File: src/rtl/alu_params.svh
// Offsets, field positions, reset values and widths for the add-and-shift ALU.
// Assumes inclusion by the ALU package and the ALU design module.
`ifndef ALU_PARAMS_SVH
`define ALU_PARAMS_SVH

// Register byte offsets on the bus
`define OFS_ACC        8'h00
`define OFS_STATUS     8'h04
`define OFS_PTR0       8'h08
`define OFS_PTR1       8'h0C
`define OFS_LAST       8'h10

// Status field positions
`define BIT_CARRY      0
`define BIT_HALF_CARRY 1
`define BIT_ZERO       2

// Reset values
`define RST_ACC        8'h00
`define RST_PTR        16'h0000
`define RST_FLAGS      3'h0

// Operand widths
`define FILE_ADDR_W    7
`define PTR_LIT_W      6

`endif

File: src/rtl/alu_pkg.sv
// Types shared by the ALU design and its bench.
// Assumes the params header sits beside it.
package alu_pkg;
  `include "alu_params.svh"

  // Instruction group decoded upstream
  typedef enum logic [2:0] {
    op_idle,
    pointer_add_literal,
    and_literal_acc,
    add_literal_acc,
    and_acc_file,
    add_acc_file,
    add_acc_file_carry,
    arith_shift_right_file
  } op_type;

  // Whole state of the ALU
  typedef struct packed {
    logic [7:0]                acc;
    logic                      carry;
    logic                      half_carry;
    logic                      zero;
    logic [15:0]               ptr0;
    logic [15:0]               ptr1;
    logic [7:0]                last;
    logic                      file_we;
    logic [`FILE_ADDR_W-1:0]   file_waddr;
    logic [7:0]                file_wdata;
    logic                      done;
    logic                      ack;
    logic [31:0]               rdata;
  } state_type;
endpackage

File: src/rtl/core_add_and_shift_alu.sv
// Add, AND and shift datapath of an 8-bit core with its flags and pointers.
// Assumes the decoder and data memory run on clk; file data arrives in the
// same cycle as the instruction; software reaches state over classic Wishbone.
`timescale 1ns/100ps
`include "alu_params.svh"

// What this block does
// - Pointer add sign-extends a 6-bit literal into pointer 0 or 1, flags kept.
// - Pointer sums wrap modulo 65536, never saturate.
// - AND literal with accumulator, result to accumulator, only zero flag changes.
// - Add literal to accumulator, result to accumulator, carry half-carry zero change.
// - AND accumulator with file register, result to chosen destination, zero only.
// - Add accumulator and file register to chosen destination, three flags change.
// - Add accumulator, file register and carry to chosen destination, three flags.
// - Arithmetic right shift keeps bit 7, bit 0 goes to carry, carry zero change.
// - Destination bit 0 selects accumulator, 1 writes back into the file register.
// - File address is 7 bits covering 0 to 127; destination is one bit.
module core_add_and_shift_alu
  import alu_pkg::*;
(
  // Clock, reset, enable
  input  wire logic                    clk,
  input  wire logic                    resetn,
  input  wire logic                    ce,
  // Instruction from the decoder
  input  wire logic                    instr_valid,
  input  op_type                       opcode,
  input  wire logic [`FILE_ADDR_W-1:0] file_addr,
  input  wire logic                    dest_sel,
  input  wire logic [7:0]              literal,
  input  wire logic                    ptr_sel,
  input  wire logic [7:0]              file_rdata,
  output wire logic                    instr_done,
  // Data memory write-back
  output wire logic                    file_we,
  output wire logic [`FILE_ADDR_W-1:0] file_waddr,
  output wire logic [7:0]              file_wdata,
  // Core state seen by the rest of the core
  output wire logic [7:0]              acc_value,
  output wire logic                    carry_flag,
  output wire logic                    half_carry_flag,
  output wire logic                    zero_flag,
  output wire logic [15:0]             pointer0,
  output wire logic [15:0]             pointer1,
  // Wishbone slave
  input  wire logic                    wb_cyc_i,
  input  wire logic                    wb_stb_i,
  input  wire logic                    wb_we_i,
  input  wire logic [7:0]              wb_adr_i,
  input  wire logic [3:0]              wb_sel_i,
  input  wire logic [31:0]             wb_dat_i,
  output wire logic [31:0]             wb_dat_o,
  output wire logic                    wb_ack_o
);

  ////////////////////////////////////////////////////////////////////////////
  // Arithmetic helpers

  // Returns {carry, half_carry, sum}
  function automatic logic [9:0] add8(input logic [7:0] a, input logic [7:0] b,
                                      input logic cin);
    logic [4:0] lo;
    logic [4:0] hi;
    lo = {1'b0, a[3:0]} + {1'b0, b[3:0]} + {4'h0, cin};
    hi = {1'b0, a[7:4]} + {1'b0, b[7:4]} + {4'h0, lo[4]};
    return {hi[4], lo[4], hi[3:0], lo[3:0]};
  endfunction

  // Zero test on an 8-bit result
  function automatic logic is_zero(input logic [7:0] v);
    return (v == 8'h00);
  endfunction

  ////////////////////////////////////////////////////////////////////////////
  // State

  state_type st_r;
  state_type st_nxt;

  logic        bus_req;
  logic        bus_wr;
  logic [9:0]  add_res;
  logic [7:0]  res;
  logic [15:0] ptr_off;

  assign bus_req = wb_cyc_i & wb_stb_i & ~st_r.ack;
  assign bus_wr  = bus_req & wb_we_i;

  ////////////////////////////////////////////////////////////////////////////
  // Next-state logic: bus access first, instruction overrides on collision
  always_comb
  begin
    st_nxt         = st_r;
    st_nxt.file_we = 1'b0;
    st_nxt.done    = 1'b0;
    st_nxt.ack     = 1'b0;
    add_res        = 10'h000;
    res            = 8'h00;
    ptr_off        = {{(16-`PTR_LIT_W){literal[`PTR_LIT_W-1]}}, literal[`PTR_LIT_W-1:0]};

    // Bus slave: one-cycle answer, unmapped reads as zero
    if (bus_req)
    begin
      st_nxt.ack   = 1'b1;
      st_nxt.rdata = 32'h0000_0000;
      case (wb_adr_i)
        `OFS_ACC:
        begin
          st_nxt.rdata[7:0] = st_r.acc;
          if (wb_we_i && wb_sel_i[0])
            st_nxt.acc = wb_dat_i[7:0];
        end
        `OFS_STATUS:
        begin
          st_nxt.rdata[`BIT_CARRY]      = st_r.carry;
          st_nxt.rdata[`BIT_HALF_CARRY] = st_r.half_carry;
          st_nxt.rdata[`BIT_ZERO]       = st_r.zero;
          if (wb_we_i && wb_sel_i[0])
          begin
            st_nxt.carry      = wb_dat_i[`BIT_CARRY];
            st_nxt.half_carry = wb_dat_i[`BIT_HALF_CARRY];
            st_nxt.zero       = wb_dat_i[`BIT_ZERO];
          end
        end
        `OFS_PTR0:
        begin
          st_nxt.rdata[15:0] = st_r.ptr0;
          if (wb_we_i && wb_sel_i[0])
            st_nxt.ptr0[7:0] = wb_dat_i[7:0];
          if (wb_we_i && wb_sel_i[1])
            st_nxt.ptr0[15:8] = wb_dat_i[15:8];
        end
        `OFS_PTR1:
        begin
          st_nxt.rdata[15:0] = st_r.ptr1;
          if (wb_we_i && wb_sel_i[0])
            st_nxt.ptr1[7:0] = wb_dat_i[7:0];
          if (wb_we_i && wb_sel_i[1])
            st_nxt.ptr1[15:8] = wb_dat_i[15:8];
        end
        `OFS_LAST:
          st_nxt.rdata[7:0] = st_r.last;
        default:
          st_nxt.rdata = 32'h0000_0000;
      endcase
    end

    // Instruction execution, one per cycle
    if (instr_valid)
    begin
      st_nxt.done = (opcode != op_idle);
      case (opcode)
        pointer_add_literal:
        begin
          // 16-bit sum drops the carry so it wraps
          if (ptr_sel)
            st_nxt.ptr1 = st_r.ptr1 + ptr_off;
          else
            st_nxt.ptr0 = st_r.ptr0 + ptr_off;
        end
        and_literal_acc:
        begin
          res         = st_r.acc & literal;
          st_nxt.acc  = res;
          st_nxt.zero = is_zero(res);
        end
        add_literal_acc:
        begin
          add_res           = add8(st_r.acc, literal, 1'b0);
          res               = add_res[7:0];
          st_nxt.acc        = res;
          st_nxt.carry      = add_res[9];
          st_nxt.half_carry = add_res[8];
          st_nxt.zero       = is_zero(res);
        end
        and_acc_file:
        begin
          res         = st_r.acc & file_rdata;
          st_nxt.zero = is_zero(res);
        end
        add_acc_file:
        begin
          add_res           = add8(st_r.acc, file_rdata, 1'b0);
          res               = add_res[7:0];
          st_nxt.carry      = add_res[9];
          st_nxt.half_carry = add_res[8];
          st_nxt.zero       = is_zero(res);
        end
        add_acc_file_carry:
        begin
          add_res           = add8(st_r.acc, file_rdata, st_r.carry);
          res               = add_res[7:0];
          st_nxt.carry      = add_res[9];
          st_nxt.half_carry = add_res[8];
          st_nxt.zero       = is_zero(res);
        end
        arith_shift_right_file:
        begin
          res          = {file_rdata[7], file_rdata[7:1]};
          st_nxt.carry = file_rdata[0];
          st_nxt.zero  = is_zero(res);
        end
        default:
          res = 8'h00;
      endcase

      // Destination select for file-register forms
      if (opcode == and_acc_file || opcode == add_acc_file ||
          opcode == add_acc_file_carry || opcode == arith_shift_right_file)
      begin
        st_nxt.last = res;
        if (dest_sel)
        begin
          st_nxt.file_we    = 1'b1;
          st_nxt.file_waddr = file_addr;
          st_nxt.file_wdata = res;
        end
        else
          st_nxt.acc = res;
      end
      else if (opcode == and_literal_acc || opcode == add_literal_acc)
        st_nxt.last = res;
    end
  end

  ////////////////////////////////////////////////////////////////////////////
  // State register, frozen while ce is low
  always_ff @(posedge clk or negedge resetn)
  begin
    if (!resetn)
      st_r <= '0;
    else if (ce)
      st_r <= st_nxt;
  end

  // Outputs straight from state
  assign instr_done      = st_r.done;
  assign file_we         = st_r.file_we;
  assign file_waddr      = st_r.file_waddr;
  assign file_wdata      = st_r.file_wdata;
  assign acc_value       = st_r.acc;
  assign carry_flag      = st_r.carry;
  assign half_carry_flag = st_r.half_carry;
  assign zero_flag       = st_r.zero;
  assign pointer0        = st_r.ptr0;
  assign pointer1        = st_r.ptr1;
  assign wb_dat_o        = st_r.rdata;
  assign wb_ack_o        = st_r.ack;

  ////////////////////////////////////////////////////////////////////////////
  // Checks

  a_ptr_flags_kept: assert property (@(posedge clk) disable iff (!resetn)
    (ce && instr_valid && opcode == pointer_add_literal && !bus_wr) |=>
      (carry_flag == $past(carry_flag) && zero_flag == $past(zero_flag)
       && half_carry_flag == $past(half_carry_flag)))
    else $error("pointer add changed a flag");

  a_ptr_wrap_sum: assert property (@(posedge clk) disable iff (!resetn)
    (ce && instr_valid && opcode == pointer_add_literal && !ptr_sel) |=>
      pointer0 == 16'($past(pointer0) + {{10{$past(literal[5])}}, $past(literal[5:0])}))
    else $error("pointer 0 sum wrong");

  a_and_lit_acc: assert property (@(posedge clk) disable iff (!resetn)
    (ce && instr_valid && opcode == and_literal_acc && !bus_wr) |=>
      (acc_value == ($past(acc_value) & $past(literal))
       && carry_flag == $past(carry_flag)))
    else $error("AND literal result wrong");

  a_add_lit_acc: assert property (@(posedge clk) disable iff (!resetn)
    (ce && instr_valid && opcode == add_literal_acc) |=>
      {carry_flag, acc_value} == {1'b0, $past(acc_value)} + {1'b0, $past(literal)})
    else $error("add literal result wrong");

  a_and_file_res: assert property (@(posedge clk) disable iff (!resetn)
    (ce && instr_valid && opcode == and_acc_file && dest_sel) |=>
      (file_wdata == ($past(acc_value) & $past(file_rdata)) && file_we))
    else $error("AND file result wrong");

  a_add_file_sum: assert property (@(posedge clk) disable iff (!resetn)
    (ce && instr_valid && opcode == add_acc_file && !dest_sel) |=>
      {carry_flag, acc_value} == {1'b0, $past(acc_value)} + {1'b0, $past(file_rdata)})
    else $error("add file result wrong");

  a_addc_file_sum: assert property (@(posedge clk) disable iff (!resetn)
    (ce && instr_valid && opcode == add_acc_file_carry && !dest_sel) |=>
      {carry_flag, acc_value} == {1'b0, $past(acc_value)} + {1'b0, $past(file_rdata)}
        + {8'h00, $past(carry_flag)})
    else $error("add with carry result wrong");

  a_asr_shift: assert property (@(posedge clk) disable iff (!resetn)
    (ce && instr_valid && opcode == arith_shift_right_file && dest_sel) |=>
      (file_wdata == {$past(file_rdata[7]), $past(file_rdata[7:1])}
       && carry_flag == $past(file_rdata[0])))
    else $error("shift result wrong");

  a_dest_routing: assert property (@(posedge clk) disable iff (!resetn)
    (ce && instr_valid && opcode == add_acc_file && dest_sel && !bus_wr) |=>
      (file_we && file_waddr == $past(file_addr) && acc_value == $past(acc_value)))
    else $error("destination routing wrong");

  a_zero_flag: assert property (@(posedge clk) disable iff (!resetn)
    (ce && instr_valid && opcode != op_idle && opcode != pointer_add_literal) |=>
      (zero_flag == (st_r.last == 8'h00)))
    else $error("zero flag wrong");

  a_half_carry: assert property (@(posedge clk) disable iff (!resetn)
    (ce && instr_valid && opcode == add_literal_acc) |=>
      half_carry_flag == (({1'b0, $past(acc_value[3:0])} + {1'b0, $past(literal[3:0])}) > 5'd15))
    else $error("half-carry wrong");

  a_ptr1_wrap_sum: assert property (@(posedge clk) disable iff (!resetn)
    (ce && instr_valid && opcode == pointer_add_literal && ptr_sel) |=>
      pointer1 == 16'($past(pointer1) + {{10{$past(literal[5])}}, $past(literal[5:0])}))
    else $error("pointer 1 sum wrong");

  a_and_file_acc: assert property (@(posedge clk) disable iff (!resetn)
    (ce && instr_valid && opcode == and_acc_file && !dest_sel && !bus_wr) |=>
      (acc_value == ($past(acc_value) & $past(file_rdata)) && !file_we
       && carry_flag == $past(carry_flag)
       && half_carry_flag == $past(half_carry_flag)))
    else $error("AND file to accumulator wrong");

  a_asr_half_kept: assert property (@(posedge clk) disable iff (!resetn)
    (ce && instr_valid && opcode == arith_shift_right_file && !bus_wr) |=>
      half_carry_flag == $past(half_carry_flag))
    else $error("shift changed half-carry");

  a_lit_no_write: assert property (@(posedge clk) disable iff (!resetn)
    (ce && instr_valid
     && opcode inside {pointer_add_literal, and_literal_acc, add_literal_acc}) |=>
      !file_we)
    else $error("literal form wrote a file register");

  a_file_waddr: assert property (@(posedge clk) disable iff (!resetn)
    (ce && instr_valid && dest_sel && opcode inside {and_acc_file, add_acc_file,
      add_acc_file_carry, arith_shift_right_file}) |=>
      (file_we && file_waddr == $past(file_addr)))
    else $error("file write-back address wrong");

  a_done_pulse: assert property (@(posedge clk) disable iff (!resetn)
    ce |=> (instr_done == ($past(instr_valid) && $past(opcode) != op_idle)))
    else $error("instruction done pulse wrong");

  a_ack_answer: assert property (@(posedge clk) disable iff (!resetn)
    (ce && wb_cyc_i && wb_stb_i && !wb_ack_o) |=> wb_ack_o)
    else $error("bus request not answered");

  a_ack_pulse: assert property (@(posedge clk) disable iff (!resetn)
    (ce && wb_ack_o) |=> !wb_ack_o)
    else $error("bus acknowledge held too long");

endmodule

File: config.mk
export PLATFORM = sky130hd
export DESIGN_NAME = core_add_and_shift_alu
export DESIGN_NICKNAME = d
export VERILOG_FILES = /design/src/rtl/alu_pkg.sv /design/src/rtl/core_add_and_shift_alu.sv
export VERILOG_INCLUDE_DIRS = /design/src /design/src/rtl
export SDC_FILE = /design/constraint.sdc
export NUM_CORES = 1
export LEC_CHECK = 0
export BUFFER_PORTS_ARGS = -buffer_cell sky130_fd_sc_hd__buf_2
export CORE_ASPECT_RATIO = 0.9
export CORE_MARGIN = 8
export CORE_UTILIZATION = 56
export CTS_CLUSTER_SIZE = 14
export DETAILED_ROUTE_END_ITERATION = 10
export PLACE_DENSITY_LB_ADDON = 0.12
export SLEW_MARGIN = 20
export SYNTH_ARGS = -nofsm -noshare
export SYNTH_HDL_FRONTEND = slang
export SYNTH_SLANG_ARGS = --single-unit
File: constraint.sdc
create_clock -name clk -period 4.6 [get_ports clk]
set_input_delay 0 -clock clk [delete_from_list [all_inputs] [get_ports clk]]
set_output_delay 0 -clock clk [all_outputs]
set_load 0.01 [all_outputs]
---- Word-level counts from Yosys, hierarchy flattened ----
Cells that the tools add are included.
word-level totals
  bits in registers ....................... 85
  input port bits ......................... 79
  word-level logic and storage cells ...... 87
cells by class
  add/subtract/negate cells ............... 10
  eq/ne operators ......................... 11
  mux-type cells .......................... 30
  bitwise gates (word level) .............. 5
  reduce and logical (&&, ||, !) cells .... 18
operator list
  kind                                                  count
  two-way mux 16 bit                                    6
  two-way mux 8 bit                                     10
  two-way mux 68 bit                                    1
  logical NOT 8 bit                                     7
  case mux 8 bit (6 select lines)                       1
  two-way mux 43 bit                                    1
  two-way mux 33 bit                                    1
  adder 16 bit                                          2
  two-way mux 32 bit                                    1
  case mux 8 bit (2 select lines)                       2
  adder 4 x 4 -> 5 bit                                  4
  adder 5 x 1 -> 5 bit                                  4
  case mux 5 bit (4 select lines)                       1
  bitwise AND 8 bit                                     2
  equality test 8 x 4 -> 1 bit (second input constant)  2
  case mux 3 bit (5 select lines)                       1
  equality test 3 bit (second input constant)           4
  equality test 8 x 3 -> 1 bit (second input constant)  1
  equality test 8 x 5 -> 1 bit (second input constant)  1
  equality test 3 x 2 -> 1 bit (second input constant)  2
  two-way mux 3 bit                                     2
  case mux 1 bit (6 select lines)                       1
  logical OR 1 bit                                      4
  case mux 1 bit (4 select lines)                       1
  10 further kinds                                      12

---- Depth between registers and ports, before layout ----
  depth after elaboration ................. 8
  depth in mapped cells ................... 16

---- Worst setup path before layout ----
OpenSTA, ideal clock, no wires.
  kind .................................... register to register
  start ................................... register st_r, in the netlist acc_value[0]
  end ..................................... register st_r, in the netlist zero_flag
  library setup time ...................... 0.086 ns
  data arrival time ....................... 3.192 ns
  required time ........................... 4.514 ns
  path slack .............................. 1.322 ns
  cell stages (with the launch flop) ...... 16
  path buffers ............................ 0
  path through ............................ dfrtp_1 -> ha_1 -> inv_1 -> fa_1 -> nor2b_1 -> o21a_1 -> nor2_1 -> fa_1 -> inv_1 -> fa_1 -> nor3_1 -> nand3b_1 -> or4b_1 -> o221ai_1 -> a31oi_1 -> nor3_1
on the way
  longest elaborated chain between the ends .. 6
  elaborated cells between the ends (all ways) .. 15
  those cells by class .................... 6 x add/sub; 2 x mux; 2 x bitwise; 5 x reduce/logical
RTL lines
  what                                 line                           text
  start, declared                      core_add_and_shift_alu.sv:77   state_type st_r;
  start signal, assigned               core_add_and_shift_alu.sv:233  st_r <= st_nxt;
  adder 4 x 4 -> 5 bit                 core_add_and_shift_alu.sv:64   lo = {1'b0, a[3:0]} + {1'b0, b[3:0]} + {4'h0, cin};
  adder 5 x 1 -> 5 bit                 core_add_and_shift_alu.sv:64
  adder 5 x 1 -> 5 bit                 core_add_and_shift_alu.sv:65   hi = {1'b0, a[7:4]} + {1'b0, b[7:4]} + {4'h0, lo[4]};
  logical NOT 8 bit                    core_add_and_shift_alu.sv:71   return (v == 8'h00);
  case mux 1 bit (6 select lines) (*)  core_add_and_shift_alu.sv:152  case (opcode)
  two-way mux 68 bit (*)               core_add_and_shift_alu.sv:149  if (instr_valid)
Mark *: on every way between the ends. The rest lies on a longest branch, timed or not.
A chain may end at the register's enable or synchronous reset.

---- Worst setup path after layout ----
  start ................................... register st_r, in the netlist acc_value[0]
  end ..................................... register st_r, in the netlist acc_value[7]
on the way
  longest elaborated chain between the ends .. 7
  elaborated cells between the ends (all ways) .. 11
  those cells by class .................... 6 x add/sub; 5 x mux
RTL lines
  what                             line                           text
  adder 4 x 4 -> 5 bit             core_add_and_shift_alu.sv:64
  adder 5 x 1 -> 5 bit             core_add_and_shift_alu.sv:64
  adder 5 x 1 -> 5 bit             core_add_and_shift_alu.sv:65
  case mux 8 bit (6 select lines)  core_add_and_shift_alu.sv:152
  two-way mux 8 bit                core_add_and_shift_alu.sv:212  if (dest_sel)
  two-way mux 8 bit (*)            core_add_and_shift_alu.sv:208  if (opcode == and_acc_file || opcode == add_acc_file ||
  two-way mux 68 bit (*)           core_add_and_shift_alu.sv:149
Marks and branches as above.

==> results by stage <==
Run status:
- The flow ran to the end, and the final reports show no timing, DRC or antenna violations.

Die:
- Pin placement for this block handled 172 I/O pins.
- The initial core utilization is 0.565.
- The count of standard-cell rows is 40.
- The area enclosed by the die boundary is 17200 sq um.
- The total area inside the core boundary comes to 13200 sq um.
- The floorplan step set the die width to 137 microns.
- The die is 125 microns tall.

CTS:
- After clock tree synthesis, the clock-pin slew on the worst setup and hold paths is 0.06 ns.
- The master cell of the clock root buffer is sky130_fd_sc_hd__clkbuf_16.
- The post-cts sizing count is 0.
- The clock reaches the later pin of the worst-skew pair after 0.36 ns.
- Counting the buffers created by CTS gives 9.
- TritonCTS built the clock tree.
- No sink is reached through more buffers than the 2 on the longest clock path.
- The number of sinks on the clock net is 85.
- In this run the post-CTS setup repair buffer count came out at 0.
- The clock tree synthesis step divided the H-tree into 3 levels.

Finish:
- The repair_antennas step left the layout with diodes totalling 0.
- The finished cells cover 8090 sq um.
- Measured on the finished design, the core utilization comes to 0.615.
- Of the cells placed in the final design, the portion with a size suffix greater than 1 is 0.196.
- The synthesis-to-layout area growth is 8.87%.
- The net count of the finished layout is 1080.

Place:
- The count of input and output buffers is 137.
- Summing all placed instances gives a cell area of 7630 sq um.
- Summed over all nets, the half-perimeter wirelength after detailed placement is 19800 microns.
- The routability-driven placement congestion ratio is 0.977.

Global routing:
- The largest net degree at the start of global routing is 55.
- The number of antenna violations at the first check in global routing is 0.
- The first-pass GRT wire length is 39300 microns.
- For this run the aggregate overflow at the end of global routing stands at 0.
- In the global route stage, overall resource usage came out at 0.295.
- The number of global-route vias before repair was 6845.

STA:
- The highest attainable clock frequency is 0.249 GHz.
- The final number of setup-violating endpoints is 0.
- Measured against its own limit, the worst slew margin works out to 0.392.
- Setup repair after global routing left no endpoint under its margin.
- The number of hold violations in the final report was 0.
- For the pin with the worst max-slew slack, the measured transition is 0.907 ns.
- The number of slew-limit violations in the final report came to 0.
- The largest clock skew in the final design is 0.0112 ns.
- Of the available clock period, the critical path in the final layout requires 0.873.
- The worst path in the final design needs a cycle of 4.02 ns, including I/O delays and setup.
- Summed over all failing endpoints, the final setup total negative slack is 0 ns.

Logic synthesis:
- Counting flops and latches in the post-synthesis netlist gives 85.
- During synthesis, Yosys emitted a total of 0 warnings.
- The number of enable flip-flop cells after synthesis is 0.
- The top flip-flop cell by instance count after synthesis is sky130_fd_sc_hd__dfrtp_1.
- After synthesis, the netlist uses 70 different library cells.
- Each instance of the synthesized netlist takes up on average 8.44 sq um.
- The share of flip-flops with an asynchronous set or reset is 1.00.
- The total standard cell area after synthesis is 7430 sq um.
- For this run, the register share of the synthesized area comes to 0.286.
- The cell count after synthesis is 881.

Worst setup path:
- The data arrival time at the worst-slack endpoint is 4.21 ns.
- For this run, the slowest stage of the critical path takes 0.73 ns.
- The endpoint class of the critical path is a flip-flop.
- The worst-path maximum fanout is 5.
- The start-to-end type of the worst setup path is reg2reg.
- Measured in cells, the most critical reg-to-reg path has a length of 15.
- The critical path crosses 15 cells after its start point.
- The sum of buffers and inverters on the critical path is 1.
- STA puts the critical path data required time at 4.79 ns.
- The type of origin of the critical path is a flip-flop.
- The critical path goes through ha_1, inv_1, fa_1, nor2b_1, o21a_1, nor2_1, fa_1, nor2b_1, o21ai_0, a21boi_0, o31ai_1, a22oi_1, a21oi_1, a211oi_1, a211oi_1.
- The critical path's slowest cell is sky130_fd_sc_hd__a211oi_1.
- Grouping stages by cell kind, the critical path spends the most delay in compound AO/OA/AOI/OAI gates.

Power:
- For this design the total switching power over the nets is 1630 uW.
- The largest voltage drop on the vdd net is 433 uV.
- Of the total power, the share spent switching nets is 0.437.
- The design draws 3730 uW.
- The combinational group share of total power is 0.480.
- The internal power of the cells is 2100 uW.
- The register share of total power is 0.313.
- The power density relative to cell area is 461 nW/um^2.
- For this design the static power due to leakage is 0.00371 uW.
- The part of the total power dissipated in the clock network is 0.207.

Routing:
- The count of nets left with antenna violations once routing finished came out at 0.
- The final layout contains routed wiring with a total length of 25600 microns.
- The post-detailed-route via-to-cell ratio is 6.42.
- In this run, the number of DRC markers left after iteration 0 of detailed routing was 887.
- The iteration count of the initial detailed-routing pass is 5.
- Dividing the detail-routed wire length by the instance count gives 23.0 microns.
- The total DRC errors in the routed layout is 0.
- The routed layout has 7155 vias.

Hold path:
- The number of cells traversed by the worst hold path is 3.
- The worst hold path belongs to the class in2reg.

Run:
- The number of max-cap violations is 0.
-- power by group through the flow --
stage / Combinational, uW / Sequential (uW) / Clock (uW)
floorplan: 1410 / 1060 / 0
global placement: 1690 / 1150 / 0
detailed placement: 1740 / 1160 / 0
CTS: 1760 / 1150 / 774
global route: 1960 / 1180 / 803
finish: 1790 / 1170 / 771
-- final cells by class --
type | instances | area (sq um)
Fill cell | 1171 | 5070
Multi-Input combinational cell | 658 | 4440
Sequential cell | 85 | 2130
Timing Repair Buffer | 159 | 891
Clock buffer | 10 | 239
Tap cell | 168 | 210
Inverter | 29 | 109
Clock inverter | 6 | 71.3
-- cell families after synthesis --
kind of cell             count (synthesis)  synth area share
AND/OR/NAND/NOR                        236             0.158
multiplexers                            22            0.0342
other                                    1          0.000505
adder cells (fa/ha/maj)                 59             0.106
flip-flops                              85             0.286
buffers and inverters                  153             0.123
XOR/XNOR                                41            0.0483
AO/OA/AOI/OAI                          284             0.243
-- through the flow --
stage | hold WS (ns) | cells | worst slack [ns]
floorplan | -0.296 | 896 | 1.32
global placement | -0.0475 | 1084 | 0.845
detailed placement | -0.0401 | 1084 | 0.750
CTS | 0.000608 | 1115 | 0.719
global route | 0.0293 | 1115 | 0.461
finish | 0.0211 | 1115 | 0.582
-- worst paths after layout --
| path | from | endpoint | slack [ns] |
|---|---|---|---|
| setup / recovery | acc_value[0]$_DFFE_PN0P_ | acc_value[7]$_DFFE_PN0P_ | 0.58 |
| hold / removal | wb_dat_i[3] | acc_value[3]$_DFFE_PN0P_ | 0.02 |
| setup reg to reg | acc_value[0]$_DFFE_PN0P_ | acc_value[7]$_DFFE_PN0P_ | 0.58 |
| hold reg to reg | file_wdata[4]$_DFFE_PN0P_ | file_wdata[4]$_DFFE_PN0P_ | 0.48 |
| max in group asynchronous | resetn | file_wdata[2]$_DFFE_PN0P_ | 3.38 |
| min in group asynchronous | resetn | pointer0[11]$_DFFE_PN0P_ | 0.12 |
-- metal layers --
metal  GRT usage  share of wire  routed length (microns)
met4      0.0728          0.018                      461
met3      0.0865           0.12                     3170
met2       0.397           0.40                    10300
met1       0.447           0.46                    11700
met5           0              0                        0
-- flip-flops by register name (all words and copies together) (netlist names) --
register,count
file_waddr,7
wb_dat_o,16
acc_value,8
wb_ack_o,1
instr_done,1
pointer1,16
pointer0,16
st_r,8
zero_flag,1
half_carry_flag,1
file_wdata,8
carry_flag,1
file_we,1
-- synth_stat cells (all sizes together), types with 5 or more instances --
cell	count	area [sq um]
nand2b	11	68.8
dfrtp	85	2130
xnor2	23	201
o22ai	28	200
nor3	9	45.0
a21oi	69	349
a22oi	20	150
a21o	11	82.6
a222oi	6	60.1
nor2	59	229
nor2b	11	68.8
nand4	5	31.3
ha	52	651
a31oi	7	43.8
a211oi	11	82.6
buf	96	703
fa	7	140
xor2	18	158
nor3b	5	48.8
nand2	86	323
o21bai	7	52.6
a22o	8	70.1
mux2	7	78.8
o21a	9	67.6
inv	29	109
nand3	15	75.1
mux2i	13	130
clkbuf	28	105
nor4	9	77.6
o21ai	79	395
-- worst reg2reg max path: cells and delay by family (launching register included) --
family,cells,cell delay (ns)
buf+inv,1,0.07
simple gates,3,0.31
fa+ha+maj,3,1.09
compound gates,8,1.87
flops,1,0.53
-- repair_timing --
item,4_1_cts,5_1_grt
hold endpoints to repair,46,0
hold buffers,15,0
setup endpoints to repair,0,0
-- cells in the final DEF (no fill, tap or decap), types with 9 or more instances in the layout --
master / synthesis / routed
sky130_fd_sc_hd__inv_1: 29 / 29
sky130_fd_sc_hd__xor2_1: 18 / 18
sky130_fd_sc_hd__nand3_1: 15 / 15
sky130_fd_sc_hd__a211oi_1: 11 / 11
sky130_fd_sc_hd__nor2b_1: 11 / 11
sky130_fd_sc_hd__buf_2: 4 / 136
sky130_fd_sc_hd__nand2_1: 86 / 86
sky130_fd_sc_hd__dlygate4sd3_1: 0 / 15
sky130_fd_sc_hd__dfrtp_1: 85 / 85
sky130_fd_sc_hd__o22ai_1: 24 / 24
sky130_fd_sc_hd__o21a_1: 9 / 9
sky130_fd_sc_hd__a22oi_1: 20 / 20
sky130_fd_sc_hd__conb_1: 1 / 16
sky130_fd_sc_hd__ha_1: 52 / 52
sky130_fd_sc_hd__clkbuf_16: 0 / 9
sky130_fd_sc_hd__a21oi_1: 68 / 68
sky130_fd_sc_hd__nand2b_1: 11 / 11
sky130_fd_sc_hd__xnor2_1: 23 / 23
sky130_fd_sc_hd__mux2i_1: 13 / 13
sky130_fd_sc_hd__o21ai_0: 75 / 75
sky130_fd_sc_hd__nor2_1: 58 / 58
sky130_fd_sc_hd__a21o_1: 11 / 11
sky130_fd_sc_hd__nor3_1: 9 / 9
Note: power is estimated with default switching activity, not from simulation.
